File: config.mk
export PLATFORM = sky130hd
export DESIGN_NAME = scsp_top
export DESIGN_NICKNAME = d
export VERILOG_FILES = /design/src/rtl/scsp_pkg.sv /design/src/rtl/scsp_top.sv /design/src/rtl/scsp_tick_div.sv
export SDC_FILE = /design/constraint.sdc
export NUM_CORES = 1
export LEC_CHECK = 0
export BUFFER_PORTS_ARGS = -buffer_cell sky130_fd_sc_hd__buf_2
export CAP_MARGIN = 15
export CORE_MARGIN = 2
export CORE_UTILIZATION = 43
export DETAILED_ROUTE_END_ITERATION = 10
export MAX_ROUTING_LAYER = met4
export PLACE_DENSITY = 0.67
export SYNTH_ARGS = -nofsm -noshare
export SYNTH_HDL_FRONTEND = slang
export SYNTH_SLANG_ARGS = --single-unit
File: constraint.sdc
create_clock -name clock_i -period 1.8 [get_ports clock_i]
set_clock_uncertainty 0.2 [all_clocks]
set_input_delay 0.18 -clock clock_i [delete_from_list [all_inputs] [get_ports clock_i]]
set_output_delay 0.18 -clock clock_i [all_outputs]
set_load 0.05 [all_outputs]
File: src/rtl/scsp_pkg.sv
// Constants, field layout and carrier types for the system clock select and prescale block.
// Assumes an 8-bit register port and a single 50 MHz core clock.
// What this block does
// - Bit7 picks slow source, only in fast mode.
// - Bit6 picks fast source, only in slow mode.
// - Bit4 gates peripheral clocks during Idle.
// - Bit3 halts fast clock in slow mode or Idle; changed only slow.
// - Bit2 picks system source while fast running.
// - Bits1-0 divide 16,4,2,1; reset value 11.
// - Seven-bit monotonic fast RC trim, read/write.
package scsp_pkg;
  localparam logic [7:0] CLOCK_SOURCE_CONTROL_ADDR = 8'h00d8;
  localparam logic [7:0] FAST_RC_TRIM_ADDR         = 8'h00f6;
  localparam int unsigned SLOW_KIND_BIT  = 7;
  localparam int unsigned FAST_KIND_BIT  = 6;
  localparam int unsigned PERIPH_BIT     = 4;
  localparam int unsigned HALT_BIT       = 3;
  localparam int unsigned USE_FAST_BIT   = 2;
  localparam int unsigned DIV_LSB        = 0;
  localparam logic [1:0] DIV_RESET       = 2'h3;
  localparam logic [6:0] TRIM_RESET      = 7'h40;
  localparam logic [1:0] DIV_BY_16       = 2'h0;
  localparam logic [1:0] DIV_BY_4        = 2'h1;
  localparam logic [1:0] DIV_BY_2        = 2'h2;
  localparam logic [1:0] DIV_BY_1        = 2'h3;
  localparam logic [3:0] TERM_16         = 4'h000f;
  localparam logic [3:0] TERM_4          = 4'h0003;
  localparam logic [3:0] TERM_2          = 4'h0001;
  localparam logic [3:0] TERM_1          = 4'h0000;

  typedef struct packed {
    logic       slow_source_kind;
    logic       fast_source_kind;
    logic       idle_periph_gate;
    logic       fast_osc_halt;
    logic       sysclk_use_fast;
    logic [1:0] sysclk_divider;
  } scsp_ctrl_s;

  typedef struct packed {
    logic [7:0] addr;
    logic [7:0] wdata;
    logic       wr;
    logic       rd;
  } scsp_bus_s;
endpackage : scsp_pkg

File: src/rtl/scsp_top.sv
// Clock control register file, source selection and prescaler for the system clock.
// Assumes oscillator outputs arrive asynchronously and are far slower than clock_i.
//
// The strobed register port is this design's own decision.
`timescale 1ns/10ps
`default_nettype none
module scsp_top #(
  parameter logic [6:0] TRIM_INIT = scsp_pkg::TRIM_RESET
) (
  input  wire logic       clock_i,
  input  wire logic       rst_n_i,
  input  wire logic       ce_i,
  input  wire logic [7:0] addr_i,
  input  wire logic [7:0] wdata_i,
  input  wire logic       wr_i,
  input  wire logic       rd_i,
  output logic [7:0]      rdata_o,
  input  wire logic       idle_mode_i,
  input  wire logic       fast_osc_i,
  input  wire logic       slow_osc_i,
  output logic            sys_tick_o,
  output logic            periph_tick_o,
  output logic            fast_osc_run_o,
  output logic            fast_crystal_o,
  output logic            slow_crystal_o,
  output logic            xtal_pins_o,
  output logic            xtal_high_gain_o,
  output logic [6:0]      fast_rc_trim_value_o,
  output logic            active_fast_o
);
  scsp_pkg::scsp_bus_s  bus;
  scsp_pkg::scsp_ctrl_s ctrl_q;
  scsp_pkg::scsp_ctrl_s ctrl_d;
  logic [6:0] trim_q;
  logic [2:0] fast_sync_q;
  logic [2:0] slow_sync_q;
  logic       fast_lvl_q;
  logic       slow_lvl_q;
  logic       fast_edge;
  logic       slow_edge;
  logic       src_edge;
  logic       sel_fast_q;
  logic       tick;
  logic       hit_ctrl;
  logic       hit_trim;
  logic       wr_ctrl;
  logic [7:0] ctrl_rd;
  logic [7:0] rd_mux;

  assign bus      = '{addr: addr_i, wdata: wdata_i, wr: wr_i, rd: rd_i};
  assign hit_ctrl = (bus.addr == scsp_pkg::CLOCK_SOURCE_CONTROL_ADDR);
  assign hit_trim = (bus.addr == scsp_pkg::FAST_RC_TRIM_ADDR);
  assign wr_ctrl  = bus.wr && hit_ctrl;

  // Each protected field keeps its old value when the mode forbids the change.
  always_comb begin
    ctrl_d = ctrl_q;
    if (wr_ctrl) begin
      if (ctrl_q.sysclk_use_fast) begin
        ctrl_d.slow_source_kind = bus.wdata[scsp_pkg::SLOW_KIND_BIT];
      end
      if (!ctrl_q.sysclk_use_fast) begin
        ctrl_d.fast_source_kind = bus.wdata[scsp_pkg::FAST_KIND_BIT];
        ctrl_d.fast_osc_halt    = bus.wdata[scsp_pkg::HALT_BIT];
      end
      if (!ctrl_q.fast_osc_halt) begin
        ctrl_d.sysclk_use_fast = bus.wdata[scsp_pkg::USE_FAST_BIT];
      end
      ctrl_d.idle_periph_gate = bus.wdata[scsp_pkg::PERIPH_BIT];
      ctrl_d.sysclk_divider   = bus.wdata[scsp_pkg::DIV_LSB +: 2];
    end
  end

  always_ff @(posedge clock_i or negedge rst_n_i) begin
    if (!rst_n_i) begin
      ctrl_q <= '{default: 1'b0, sysclk_divider: scsp_pkg::DIV_RESET};
      // The trim starts from TRIM_INIT, so a build can choose its own nominal value.
      trim_q <= TRIM_INIT;
    end else if (ce_i) begin
      ctrl_q <= ctrl_d;
      if (bus.wr && hit_trim) begin
        trim_q <= bus.wdata[6:0];
      end
    end
  end

  assign ctrl_rd = {ctrl_q.slow_source_kind, ctrl_q.fast_source_kind, 1'b0,
                    ctrl_q.idle_periph_gate, ctrl_q.fast_osc_halt,
                    ctrl_q.sysclk_use_fast, ctrl_q.sysclk_divider};
  assign rd_mux  = hit_ctrl ? ctrl_rd :
                   hit_trim ? {1'b0, trim_q} : 8'h0000;

  always_ff @(posedge clock_i or negedge rst_n_i) begin
    if (!rst_n_i) begin
      rdata_o <= 8'h0000;
    end else if (ce_i) begin
      rdata_o <= bus.rd ? rd_mux : 8'h0000;
    end
  end

  // The oscillators are asynchronous; an edge counts once stages two and three agree.
  always_ff @(posedge clock_i or negedge rst_n_i) begin
    if (!rst_n_i) begin
      fast_sync_q <= 3'h0;
      slow_sync_q <= 3'h0;
      fast_lvl_q  <= 1'b0;
      slow_lvl_q  <= 1'b0;
    end else if (ce_i) begin
      fast_sync_q <= {fast_sync_q[1:0], fast_osc_i};
      slow_sync_q <= {slow_sync_q[1:0], slow_osc_i};
      if (fast_sync_q[1] == fast_sync_q[2]) begin
        fast_lvl_q <= fast_sync_q[2];
      end
      if (slow_sync_q[1] == slow_sync_q[2]) begin
        slow_lvl_q <= slow_sync_q[2];
      end
    end
  end

  assign fast_edge = (fast_sync_q[1] == fast_sync_q[2]) && fast_sync_q[2] && !fast_lvl_q;
  assign slow_edge = (slow_sync_q[1] == slow_sync_q[2]) && slow_sync_q[2] && !slow_lvl_q;

  // The source follows the register only at the end of a system period, so the period
  // in flight is never cut short. If the old source is dead, the switch waits for it.
  always_ff @(posedge clock_i or negedge rst_n_i) begin
    if (!rst_n_i) begin
      sel_fast_q <= 1'b0;
    end else if (ce_i) begin
      if (tick) begin
        sel_fast_q <= ctrl_q.sysclk_use_fast;
      end
    end
  end

  assign src_edge = sel_fast_q ? fast_edge : slow_edge;

  scsp_tick_div u_div (
    .clock_i    (clock_i),
    .rst_n_i    (rst_n_i),
    .ce_i       (ce_i),
    .src_edge_i (src_edge),
    .div_code_i (ctrl_q.sysclk_divider),
    .tick_o     (tick)
  );

  assign sys_tick_o           = tick;
  assign periph_tick_o        = tick && !(idle_mode_i && ctrl_q.idle_periph_gate);
  assign fast_osc_run_o       = !(ctrl_q.fast_osc_halt &&
                                  (!ctrl_q.sysclk_use_fast || idle_mode_i));
  assign fast_crystal_o       = ctrl_q.fast_source_kind;
  assign slow_crystal_o       = ctrl_q.slow_source_kind;
  assign xtal_pins_o          = ctrl_q.fast_source_kind || ctrl_q.slow_source_kind;
  assign xtal_high_gain_o     = ctrl_q.fast_source_kind;
  assign fast_rc_trim_value_o = trim_q;
  assign active_fast_o        = sel_fast_q;
endmodule : scsp_top
`default_nettype wire

File: src/rtl/scsp_tick_div.sv
// Divider that turns source edges into system clock ticks.
// Assumes src_edge_i is a one-cycle pulse per rising edge of the selected oscillator.
`timescale 1ns/10ps
`default_nettype none
module scsp_tick_div (
  input  wire logic       clock_i,
  input  wire logic       rst_n_i,
  input  wire logic       ce_i,
  input  wire logic       src_edge_i,
  input  wire logic [1:0] div_code_i,
  output logic            tick_o
);
  logic [3:0] cnt_q;
  logic [3:0] term_q;
  logic [3:0] term_sel;
  logic       at_term;

  assign term_sel = (div_code_i == scsp_pkg::DIV_BY_16) ? scsp_pkg::TERM_16 :
                    (div_code_i == scsp_pkg::DIV_BY_4)  ? scsp_pkg::TERM_4  :
                    (div_code_i == scsp_pkg::DIV_BY_2)  ? scsp_pkg::TERM_2  :
                                                          scsp_pkg::TERM_1;
  assign at_term  = (cnt_q == term_q);

  // A new ratio is loaded only at a period boundary, so no short period is produced.
  always_ff @(posedge clock_i or negedge rst_n_i) begin
    if (!rst_n_i) begin
      cnt_q  <= 4'h0000;
      term_q <= scsp_pkg::TERM_1;
      tick_o <= 1'b0;
    end else if (ce_i) begin
      tick_o <= src_edge_i && at_term;
      if (src_edge_i) begin
        cnt_q <= at_term ? 4'h0000 : cnt_q + 4'h0001;
        if (at_term) begin
          term_q <= term_sel;
        end
      end
    end
  end
endmodule : scsp_tick_div
`default_nettype wire

# Word-level counts from Yosys, hierarchy flattened
# Cells that the tools add are included.
[word_totals]
ff_bits = 40
latchBits = 0
ramBits = 0
rom_bits = 0
inputBits = 24
out_inout_bits = 23
word_cells = 62
mem_count = 0
[classes]
addsub = 1
n_mul = 0
div_mod_pow = 0
magnitude_cmp = 0
n_eq_ne = 7
n_shift = 0
muxes = 8
bitwise_logic = 2
n_reduce_logical = 28
[op_table]
columns = ["cell", "n"]
rows = [
  ["== test 8 bit (second input constant)", 2],
  ["two-way mux 8 bit", 2],
  ["two-way mux 4 bit", 3],
  ["AND reduction 2 bit", 6],
  ["AND reduction 3 bit", 4],
  ["logical AND 1 bit", 10],
  ["two-way mux 7 bit", 1],
  ["zero test 1 bit", 5],
  ["adder 4 x 1 -> 4 bit (second input constant)", 1],
  ["== test 4 bit", 1],
  ["== test 1 bit", 2],
  ["== test 2 x 1 -> 1 bit (second input constant)", 1],
  ["== test 2 bit (second input constant)", 1],
  ["zero test 2 bit", 1],
  ["logical OR 1 bit", 2],
  ["two-way mux 1 bit", 2],
  ["inverter 1 bit", 2],
]

# Depth between registers and ports, before layout
# Gate-level depths: netlist of run 1.
[depth]
ltp_word = 5
depth_mapped = 6
depth_no_buf = 5

# By module
# A second synthesis of run 1 with hierarchy kept.
[unflattened]
hier_cells = 152
area_unflattened_um2 = 1893.1
[by_module_without_submodules]
columns = ["mod", "n_inst", "cells_each", "area_each_um2", "seq_area_each_um2"]
rows = [
  ["scsp_top", 1, 108, 1438.9, 779.5],
  ["scsp_tick_div", 1, 44, 454.2, 200.2],
]

# Worst setup path before layout of run 1
# Ideal clock, no wire load.
[synth_path]
path_type = "reg-to-output"
from = "register u_div.tick_o"
to = "output periph_tick_o"
t_arrival_ns = 1.845
required_ns = 1.420
path_slack_ns = -0.425
stages_incl_launch_ff = 2
cell_sequence = "dfrtp_1 > a21boi_0"
[synth_between]
elab_chain_cells = 1
[synth_rtl]
columns = ["element", "line", "source"]
rows = [
  ["start: declaration", "scsp_tick_div.sv:11", "output logic tick_o"],
  ["start signal: assignment", "scsp_tick_div.sv:31", "tick_o <= src_edge_i && at_term;"],
  ["logical AND 1 bit", "scsp_top.sv:147", "assign periph_tick_o = tick && !(idle_mode_i && ctrl_q.idle_periph_gate);"],
  ["end: declaration", "scsp_top.sv:22", "output logic periph_tick_o,"],
]
# Every way passes these cells.

# Final worst setup path of run 1
[layout_path]
from = "input ce_i"
to = "register u_div.cnt_q[2]"
[layout_between]
elab_chain_cells = 1
[layout_rtl]
columns = ["element", "line", "source"]
rows = [
  ["start: declaration", "scsp_top.sv:12", "input wire logic ce_i,"],
  ["AND reduction 2 bit (no source line)", "n/a", ""],
  ["end signal: assignment", "scsp_tick_div.sv:33", "cnt_q <= at_term ? 4'h0000 : cnt_q + 4'h0001;"],
  ["end: declaration", "scsp_tick_div.sv:13", "logic [3:0] cnt_q;"],
]
# Every way passes these cells.
# A chain may end at the register's enable or synchronous reset.

==> summary.txt, run 1 <==
Run status
  – Status: complete, no violations

Route
  – Post-Route M1 WL: between 1500 and 2000 µm
  – DR iter-0 viols: 71
  – DR pass1 iterations: 4
  – Vias: 1,327
  – Post-Route WL: 3940 µm
  – DRC viols: 0
  – Via density per instance: ~5.2
  – Average routed wire per standard cell: around 15 µm
  – Final ANT Viol Nets: 0
  – Met2 WL: 2000 µm
  – Top sig layer: met4
  – Routed length on met3: ~160 µm

Synthesis
  – Post-synthesis instance total: between 100 and 150
  – EDFF count, synth: 0
  – Flop and latch count out of synthesis: 39
  – Post-synth cell types: 33
  – Syn Nets: 163
  – Synth Cell Area: between 1500 and 2000 µm²
  – Avg Cell Area, Syn: 12.9 µm²
  – Post-synthesis sequential area ratio: around 56%
  – Asr flop ratio synth: between 90% and 100%
  – YS warnings: 0
  – Synth Flop Type: dfrtp_1

STA
  – Setup TNS: 0 ns
  – Slew margin rel.: a little over two thirds
  – Max Slew Vio Count: 0
  – Final hold vios: 0
  – Worst Max-Slew Pin Slew: ~0.46 ns
  – Final count of negative-setup-slack endpoints: 0
  – Post-route minimum period: roughly 1.7 ns
  – Max Clk Rate: between 500 and 600 MHz
  – Final cycle utilization of the critical path: 96.7%

Clock tree
  – Cts bufs inserted: 5
  – Clock slew at reported path FFs: 0.08 ns
  – Worst skew pair latency: between 0.2 and 0.3 ns
  – CTS H-tree depth: 2
  – CTS Sinks: 39
  – Clock buffer depth: 2
  – CTS tree: done
  – Clock Tree Root: clkbuf_8

Global route
  – Vias in the first global route: around 1,400
  – Total gr overflow: 0
  – Initial antenna violation count: 0
  – Global-route wire length before repair: about 6600 µm
  – Gr usage total: just under 20%
  – Largest net degree at the start of global routing: 22

Setup path
  – Peak fanout along the critical path: 11
  – Cell family with most CP delay: buffers and inverters
  – Worst setup SP type: primary input
  – Critical Path Source: ce_i
  – CP max stage delay: 0.55 ns
  – Crit end category: flip-flop
  – WP buf/inv: 3
  – Critical path type: in -> reg
  – Crit-path cells: dlygate4sd3_1 -> buf_6 -> and4b_1 -> a31oi_4 -> buf_6 -> nand2b_1 -> o311ai_1
  – WP data required: 1.79 ns
  – Critical-path top delay cell: dlygate4sd3_1
  – CP most frequent cell: buf_6
  – Worst EP arrival: 1.74 ns
  – Reg-to-Reg Start: u_div.cnt_q[1]

Power and ir drop
  – Max VDD drop: 433 µV
  – Pleak: 1.20 nW
  – Total power: about 2.3 mW
  – Total power divided by cell area: ~950 nW/µm²

Final layout
  – Layout net count: ~230
  – Multi-input combinational cell area: slightly below 800 µm²
  – Most common cell after layout, fill and taps aside: buf_2
  – Area occupied by registers: 980 µm²
  – FILL cells: approximately 330
  – Antenna diodes: 0
  – Share of post-route cells with drive strength above 1: a little under half
  – Layout area overhead: 37.2%
  – Most frequent cells in the layout: buf_2 (45), dfrtp_1 (36), mux2_2 (19)

Hold path
  – Hold crit path type: in -> reg
  – Hold_sp: wr_i

Die
  – Initial Util: 44.1%
  – Die W: roughly 68 µm
  – Die H: roughly 68 µm
  – Std-Cell Rows: 23
  – Io pins: 47
  – Die area: between 4000 and 5000 µm²
  – Core area: 3970 µm²

Place
  – Routability cong.: between 0.7 and 0.8
  – Port bufs: 46
  – Hpwl dp: approximately 2800 µm

Flow run
  – MaxCap Viol Count: 0
==> sequential cells by signal (all words and copies together) (netlist names), 3 cells and up <==
| signal | cells |
|---|---|
| fast_sync_q | 3 |
| fast_rc_trim_value_o | 7 |
| slow_sync_q | 3 |
| rdata_o | 8 |
| ctrl_q | 5 |
| u_div.cnt_q | 4 |
| u_div.term_q | 3 |
==> routing by layer <==
layer  track usage, %  vias up
li1                 -      640
met1             23.3      650
met2             34.7       35
met3             4.93        2
met4             4.50        0
met5                -        -
==> kinds of logic (layout without fill, tap and decap cells) <==
| group | count (synthesis) | after routing | synth area share [%] |
|---|---|---|---|
| xor+xnor | 2 | 2 | 1.00 |
| buf+inv | 8 | 78 | 2.14 |
| simple gates | 32 | 32 | 12.2 |
| compound gates | 31 | 31 | 13.1 |
| flops | 39 | 39 | 55.9 |
| fa+ha+maj | 3 | 3 | 2.14 |
| mux | 21 | 21 | 13.5 |
==> Yosys cell counts, drive strengths merged (2+ instances only) <==
cell type	n	area share, %
dfrtp	36	51
mux2	21	14
nand2	11	2.4
o21ai	8	2.3
o2bb2ai	8	4.0
a22oi	6	2.6
nor2	5	1.5
buf	4	1.3
a21o	3	1.3
and4b	3	1.7
dfstp	3	4.5
ha	3	2.1
inv	3	0.64
nand3	3	0.86
nand3b	2	0.86
nand4	2	1.9
nor3	2	0.57
xnor2	2	1.0
==> path summary, 6_finish.rpt <==
path	endpoint	slack (ns)	cells past startpoint
worst min-delay path	ctrl_q[4]	0.14	3
min in group asynchronous	u_div.cnt_q[1]	0.17	2
worst max-delay path	u_div.cnt_q[2]	0.06	7
worst min register to register	rdata_o[7]	0.28	1
worst max register to register	u_div.term_q[0]	0.12	4
max in group asynchronous	fast_rc_trim_value_o[6]	0.69	3
==> metrics by stage <==
stage | util [%] | setup slack, ns | instance area (µm²) | hold WS, ns | cells
final | 60.5 | 0.0587 | 2400 | 0.137 | 256
after global routing | 60.5 | -0.00826 | 2400 | 0.146 | 256
after CTS | 58.7 | 0.00538 | 2330 | 0.130 | 253
after detailed placement | 52.3 | 0.0431 | 2080 | -0.0448 | 233
after global placement | 52.3 | 0.0864 | 2080 | -0.0563 | 233
after floorplan | - | -0.0699 | 1750 | -0.316 | 136
==> report_power, final <==
group / switching (mW) / internal [mW]
sequential: 0.0889 / 0.966
clock: 0.318 / 0.553
combinational: 0.186 / 0.180
total: 0.593 / 1.70
==> tightest hold or removal path, stage by stage <==
cell     delay [ns]
buf_2          0.13
nand4_4        0.13
mux2_2         0.16
==> area by class of cell <==
cell class / count / share of cell area, %
inverter: 3 / 0.469
timing repair buffer: 67 / 18.3
clock buffer: 5 / 2.86
clock inverter: 3 / 2.81
tap: 50 / 2.60
sequential: 39 / 40.8
multi-input combinational: 89 / 32.2
==> timing repair <==
| item | CTS | global route |
|---|---|---|
| setup endpoints to repair | 0 | 11 |
| hold buffers | 12 | 0 |
| resized for setup | 0 | 11 |
| hold endpoints to repair | 55 | 0 |
| buffers inserted | 0 | 3 |
(Power assumes the default switching activity.)
==> inputs of run 2 (changes only) <==
--- a/config.mk
+++ b/config.mk
@@ -10,6 +10,7 @@
 export CORE_MARGIN = 2
 export CORE_UTILIZATION = 43
 export DETAILED_ROUTE_END_ITERATION = 10
+export GPL_TIMING_DRIVEN = 0
 export MAX_ROUTING_LAYER = met4
 export PLACE_DENSITY = 0.67
 export SYNTH_ARGS = -nofsm -noshare
==> summary.txt, run 2 (same netlist as run 1, synthesis figures left out) <==
Route
  – Via density per instance: 5.26 (+1.4%)
  – Average routed wire per standard cell: 15.2 µm (-1.4%)
  – DRC viols: 0 (unchanged)
  – Vias: 1,351 (+1.8%)
  – DR iter-0 viols: 42 (-41%)
  – Final ANT Viol Nets: 0 (unchanged)
  – Post-Route WL: 3900 µm (-0.99%)
  – DR pass1 iterations: 4 (unchanged)

Power and ir drop
  – Total power divided by cell area: 875 nW/µm² (-8.2%)
  – Max VDD drop: 603 µV (+39%)
  – Pleak: 1.18 nW (-1.7%)
  – Combinational fraction of design power: 17.1% (+1.1 points)
  – Sequential share of power: 51.5% (+5.5 points)
  – Sw power: 556 µW (-6.3%)
  – Clock network power share: 31.4% (-6.6 points)
  – Switching share of power: 27.2% (+1.3 points)
  – Internal power of the cells: 1.49 mW (-13%)
  – Total power: 2.04 mW (-11%)

Setup path
  – Worst EP arrival: 1.69 ns (-0.05 ns)
  – Reg-to-Reg Start: u_div.cnt_q[2]
  – Peak fanout along the critical path: 7 (-4)
  – Worst setup SP type: flip-flop
  – FF-to-FF path depth: 4 (unchanged)
  – Critical Path Source: u_div.cnt_q[2]
  – Crit end category: flip-flop
  – Setup slack, reg-to-reg: 0.08 ns (-0.04 ns)
  – CP endpoint: u_div.term_q[0]
  – WP data required: 1.77 ns (-0.02 ns)
  – FF-to-FF End: u_div.term_q[0]
  – Critical path type: reg -> reg

STA
  – Post-route minimum period: 1.72 ns (-0.0234 ns)
  – Worst Max-Slew Pin Slew: 0.846 ns (+0.389 ns)
  – RSZ-0062 raised after global routing: no
  – Final cycle utilization of the critical path: 95.4% (-1.3 points)
  – Slew margin rel.: 43.6% (-26 points)
  – Max Clk Rate: 582 MHz (+1.4%)
  – Final count of negative-setup-slack endpoints: 0 (unchanged)
  – PnR worst setup slack: 0.0821 ns (+0.0234 ns)
  – Final hold vios: 0 (unchanged)
  – Max Slew Vio Count: 0 (unchanged)
  – Setup TNS: 0 ns (unchanged)

Final layout
  – Most frequent cells in the layout: buf_2 (48), dfrtp_1 (36), mux2_2 (19)
  – Share of post-route cells with drive strength above 1: 45.4% (-0.71 points)
  – Final Cell Area: 2330 µm² (-3.0%)
  – Largest register by flop count: rdata_o
  – Layout area overhead: 33.1%
  – Most common cell after layout, fill and taps aside: buf_2
  – FILL cells: 329 (+0.92%)
  – Core Util, Final: 58.7% (-1.8 points)
  – Layout net count: 233 (+0.43%)
  – Max FFs per register: 8 (unchanged)
  – Antenna diodes: 0 (unchanged)

Global route
  – Total gr overflow: 0 (unchanged)
  – Vias in the first global route: 1,481 (+6.0%)
  – Gr usage total: 20.6% (+0.71 points)
  – Largest net degree at the start of global routing: 40 (+82%)
  – Global-route wire length before repair: 6690 µm (+1.7%)
  – Initial antenna violation count: 0 (unchanged)

Die
  – Die area: 4600 µm² (unchanged)
  – Die H: 67.8 µm (unchanged)
  – Io pins: 47 (unchanged)
  – Std-Cell Rows: 23 (unchanged)
  – Die W: 67.8 µm (unchanged)
  – Core area: 3970 µm² (unchanged)
  – Initial Util: 44.1% (unchanged)

Place
  – Hpwl dp: 2680 µm (-3.7%)
  – Place WS: -0.206 ns (-0.249 ns)
  – Routability cong.: 0.747 (-3.0%)
  – Port bufs: 46 (unchanged)
  – Placed instance area: 2040 µm² (-1.5%)

Clock tree
  – Cts bufs inserted: 5 (unchanged)
  – Worst skew pair latency: 0.29 ns (about the same)
  – Clock buffer depth: 2 (unchanged)
  – Clock slew at reported path FFs: 0.07 ns (about the same)
  – CTS tree: done
  – CTS Sinks: 39 (unchanged)
  – Clock Tree Root: clkbuf_8
  – CTS H-tree depth: 2 (unchanged)

Hold path
  – Hold crit path type: in -> reg

Flow run
  – MaxCap Viol Count: 0 (unchanged)

Run status
  – Status: complete, no violations
-- run 2: cell types whose count changed in the layout (fill, tap and decap cells not counted), sizes merged --
cell	before	now
bufinv	2	0
dlygate4sd3	12	11
clkbuf	5	8
buf	55	56
-- run 2: metrics by stage --
step                hold WS [ns]  std cells
finish                     0.112        257
global route               0.154        257
CTS                       0.0380        251
detailed placement         0.135        232
global placement           0.115        232
floorplan                 -0.316        136
-- run 2: worst min path at each step --
stage	startpoint	end	slack, ns	depth (start not counted)
6_report	ce_i	slow_lvl_q	0.11	4
3_5_place_dp	rst_n_i	fast_sync_q[0]	0.14	1
3_3_place_gp	rst_n_i	fast_sync_q[1]	0.11	1
5_1_grt	wr_i	ctrl_q[4]	0.15	3
2_1_floorplan	rst_n_i	active_fast_o	-0.32	0
4_1_cts	addr_i[5]	rdata_o[7]	0.04	4
-- run 2: repair_timing --
item	4_1_cts	5_1_grt
buffers inserted	0	6
hold endpoints to repair	52	0
hold buffers	11	0
gates resized for setup	0	7
endpoints found under the setup margin	0	8
-- run 2: worst max-delay path: stages (launching register included) --
cell	delay [ns]
dfrtp_1	0.43
nor3_1	0.24
o211ai_2	0.19
nor2_1	0.20
mux2_2	0.35
-- run 2: cell type report --
class                      count  area [µm²]  area share [%]
sequential                    39         980            42.0
multi-input combinational     89         757            32.5
timing repair buffer          63         385            16.5
clock buffer                   7        96.3            4.13
tap                           50        62.6            2.68
buffer                         5        32.5            1.39
inverter                       3        11.3           0.483
clock inverter                 1        7.51           0.322
-- run 2: routing by layer --
layer / GRT usage (%) / wire length [µm] / vias to the layer above
met1: 22.1 / 1610 / 668
met2: 37.5 / 2070 / 36
met4: 7.25 / 59 / 0
met3: 4.44 / 164 / 5
li1: - / - / 642
met5: - / 0 / -
-- run 2: power groups by stage --
stage                     combinational [mW]  sequential (mW)  clock, mW
final                                  0.349             1.05      0.641
after global routing                   0.400             1.07      0.698
after CTS                              0.321             1.05      0.658
after detailed placement               0.302             1.06          0
after global placement                 0.278             1.05          0
after floorplan                        0.190             1.06          0
==> inputs of run 3 (changes only) <==
==> constraint.sdc (replaced) <==
create_clock -name clock_i -period 2 [get_ports clock_i]
set_clock_uncertainty 0.2 [all_clocks]
set_input_delay 0.2 -clock clock_i [delete_from_list [all_inputs] [get_ports clock_i]]
set_output_delay 0.2 -clock clock_i [all_outputs]
set_load 0.05 [all_outputs]
==> summary.txt, run 3 (same netlist as run 1, synthesis figures left out) <==
Power and ir drop
  – Max VDD drop: 407 µV (-33%)
  – Total power divided by cell area: 776 nW/µm² (-11%)
  – Total power: 1.73 mW (-15%)
  – Pleak: 1.13 nW (-3.9%)

STA
  – RSZ-0062 raised after global routing: no
  – Post-route minimum period: 1.81 ns (+0.0890 ns)
  – Final count of negative-setup-slack endpoints: 0 (unchanged)
  – Final hold vios: 0 (unchanged)
  – Hold WS: 0.0665 ns (-0.0451 ns)
  – Max Slew Vio Count: 0 (unchanged)
  – Slew margin rel.: 43.5% (-0.092 points)
  – Max Clk Rate: 553 MHz (-4.9%)
  – Worst Max-Slew Pin Slew: 0.847 ns (+0.00138 ns)
  – Final cycle utilization of the critical path: 90.3% (-5.1 points)

Clock tree
  – Worst skew pair latency: 0.29 ns (about the same)
  – Clock Tree Root: clkbuf_8
  – CTS Sinks: 39 (unchanged)
  – Cts bufs inserted: 5 (unchanged)
  – Clock buffer depth: 2 (unchanged)
  – # resized after CTS: 0 (unchanged)
  – CTS tree: done
  – Clock slew at reported path FFs: 0.07 ns (about the same)
  – CTS H-tree depth: 2 (unchanged)

Route
  – Final ANT Viol Nets: 0 (unchanged)
  – DR pass1 iterations: 4 (unchanged)
  – Via density per instance: 5.25 (about the same)
  – DR iter-0 viols: 61 (+45%)
  – Average routed wire per standard cell: 14.9 µm (-1.6%)
  – DRC viols: 0 (unchanged)
  – Vias: 1,319 (-2.4%)
  – Post-Route WL: 3750 µm (-3.9%)

Place
  – Routability cong.: 0.783 (+4.8%)
  – Placed instance area: 2040 µm² (unchanged)
  – Port bufs: 46 (unchanged)
  – Hpwl dp: 2620 µm (-2.1%)

Global route
  – Largest net degree at the start of global routing: 40 (unchanged)
  – Global-route wire length before repair: 6370 µm (-4.9%)
  – Initial antenna violation count: 0 (unchanged)
  – Gr usage total: 19.7% (-0.88 points)
  – Total gr overflow: 0 (unchanged)
  – Vias in the first global route: 1,332 (-10%)

Final layout
  – Antenna diodes: 0 (unchanged)
  – Area occupied by registers: 980 µm² (unchanged)
  – Share of post-route cells with drive strength above 1: 41.8% (-3.6 points)
  – Largest register by flop count: rdata_o
  – Most frequent cells in the layout: buf_2 (49), dfrtp_1 (36), mux2_2 (19)
  – Max FFs per register: 8 (unchanged)
  – Final Cell Area: 2240 µm² (-4.1%)
  – FILL cells: 336 (+2.1%)
  – Multi-input combinational cell area: 734 µm² (-3.0%)
  – Layout area overhead: 27.6%
  – Layout net count: 227 (-2.6%)
  – Most common cell after layout, fill and taps aside: buf_2

Setup path
  – Worst EP arrival: 1.79 ns (+0.10 ns)
  – Worst setup SP type: flip-flop
  – CP max stage delay: 0.41 ns (-0.02 ns)
  – Crit-path cells: ha_1 -> and4b_1 -> a31oi_1 -> buf_2 -> nor3_1 -> a21o_1
  – Critical path type: reg -> reg
  – Critical-path top delay cell: dfrtp_1
  – Crit end category: flip-flop
  – Peak fanout along the critical path: 10 (+3)
  – WP data required: 1.98 ns (+0.21 ns)

Die
  – Die H: 67.8 µm (unchanged)
  – Die W: 67.8 µm (unchanged)
  – Core area: 3970 µm² (unchanged)
  – Std-Cell Rows: 23 (unchanged)
  – Io pins: 47 (unchanged)
  – Initial Util: 44.1% (unchanged)
  – Die area: 4600 µm² (unchanged)

Run status
  – Status: complete, no violations

Flow run
  – MaxCap Viol Count: 0 (unchanged)

Hold path
  – Hold crit path type: in -> reg
run 3: path summary, 6_finish.rpt:
path,from,end,slack (ns),cells after the start
hold reg to reg,rdata_o[7],rdata_o[7],0.29,1
setup / recovery,fast_sync_q[1],u_div.cnt_q[3],0.19,6
min in group asynchronous,rst_n_i,slow_sync_q[1],0.35,2
setup reg to reg,fast_sync_q[1],u_div.cnt_q[3],0.19,6
hold / removal,addr_i[5],rdata_o[7],0.07,4
max in group asynchronous,rst_n_i,ctrl_q[4],0.72,2
run 3: metal layers:
metal | track usage, % | vias to the layer above | wire, µm
met2 | 31.1 | 34 | 1820
met3 | 5.92 | 6 | 175
met1 | 24.7 | 648 | 1700
li1 | - | 631 | -
met4 | 6.00 | 0 | 51
met5 | - | - | 0
run 3: power breakdown:
part	leakage, nW	internal (mW)	switching, mW
Combinational	0.584	0.136	0.151
Clock	0.0422	0.245	0.264
Sequential	0.508	0.870	0.0697
run 3: critical path: cells and delay by family (launching register included):
family | cells | cell delay (ns)
flip-flops | 1 | 0.41
AO/OA/AOI/OAI | 2 | 0.39
buffers and inverters | 1 | 0.26
adder cells (fa/ha/maj) | 1 | 0.20
AND/OR/NAND/NOR | 2 | 0.25
run 3: cell type report:
class                           instances  area share, %
Multi-Input combinational cell         89           32.8
Timing Repair Buffer                   57           15.2
Buffer                                  5           1.18
Clock inverter                          1          0.224
Clock buffer                            7           3.41
Tap cell                               50           2.80
Inverter                                3          0.504
Sequential cell                        39           43.8
run 3: metrics by stage:
stage,instances,TNS [ns],util (%),setup slack [ns]
floorplan,136,0,-,0.0272
global placement,232,0,51.5,0.0147
detailed placement,232,-0.00555,51.5,-0.00555
CTS,251,0,56.3,0.208
global route,251,0,56.3,0.0895
finish,251,0,56.3,0.193
run 3: repair_timing:
item	4_1_cts	5_1_grt
hold buffers	11	0
endpoints found under the hold margin	52	0
setup buffers	0	0
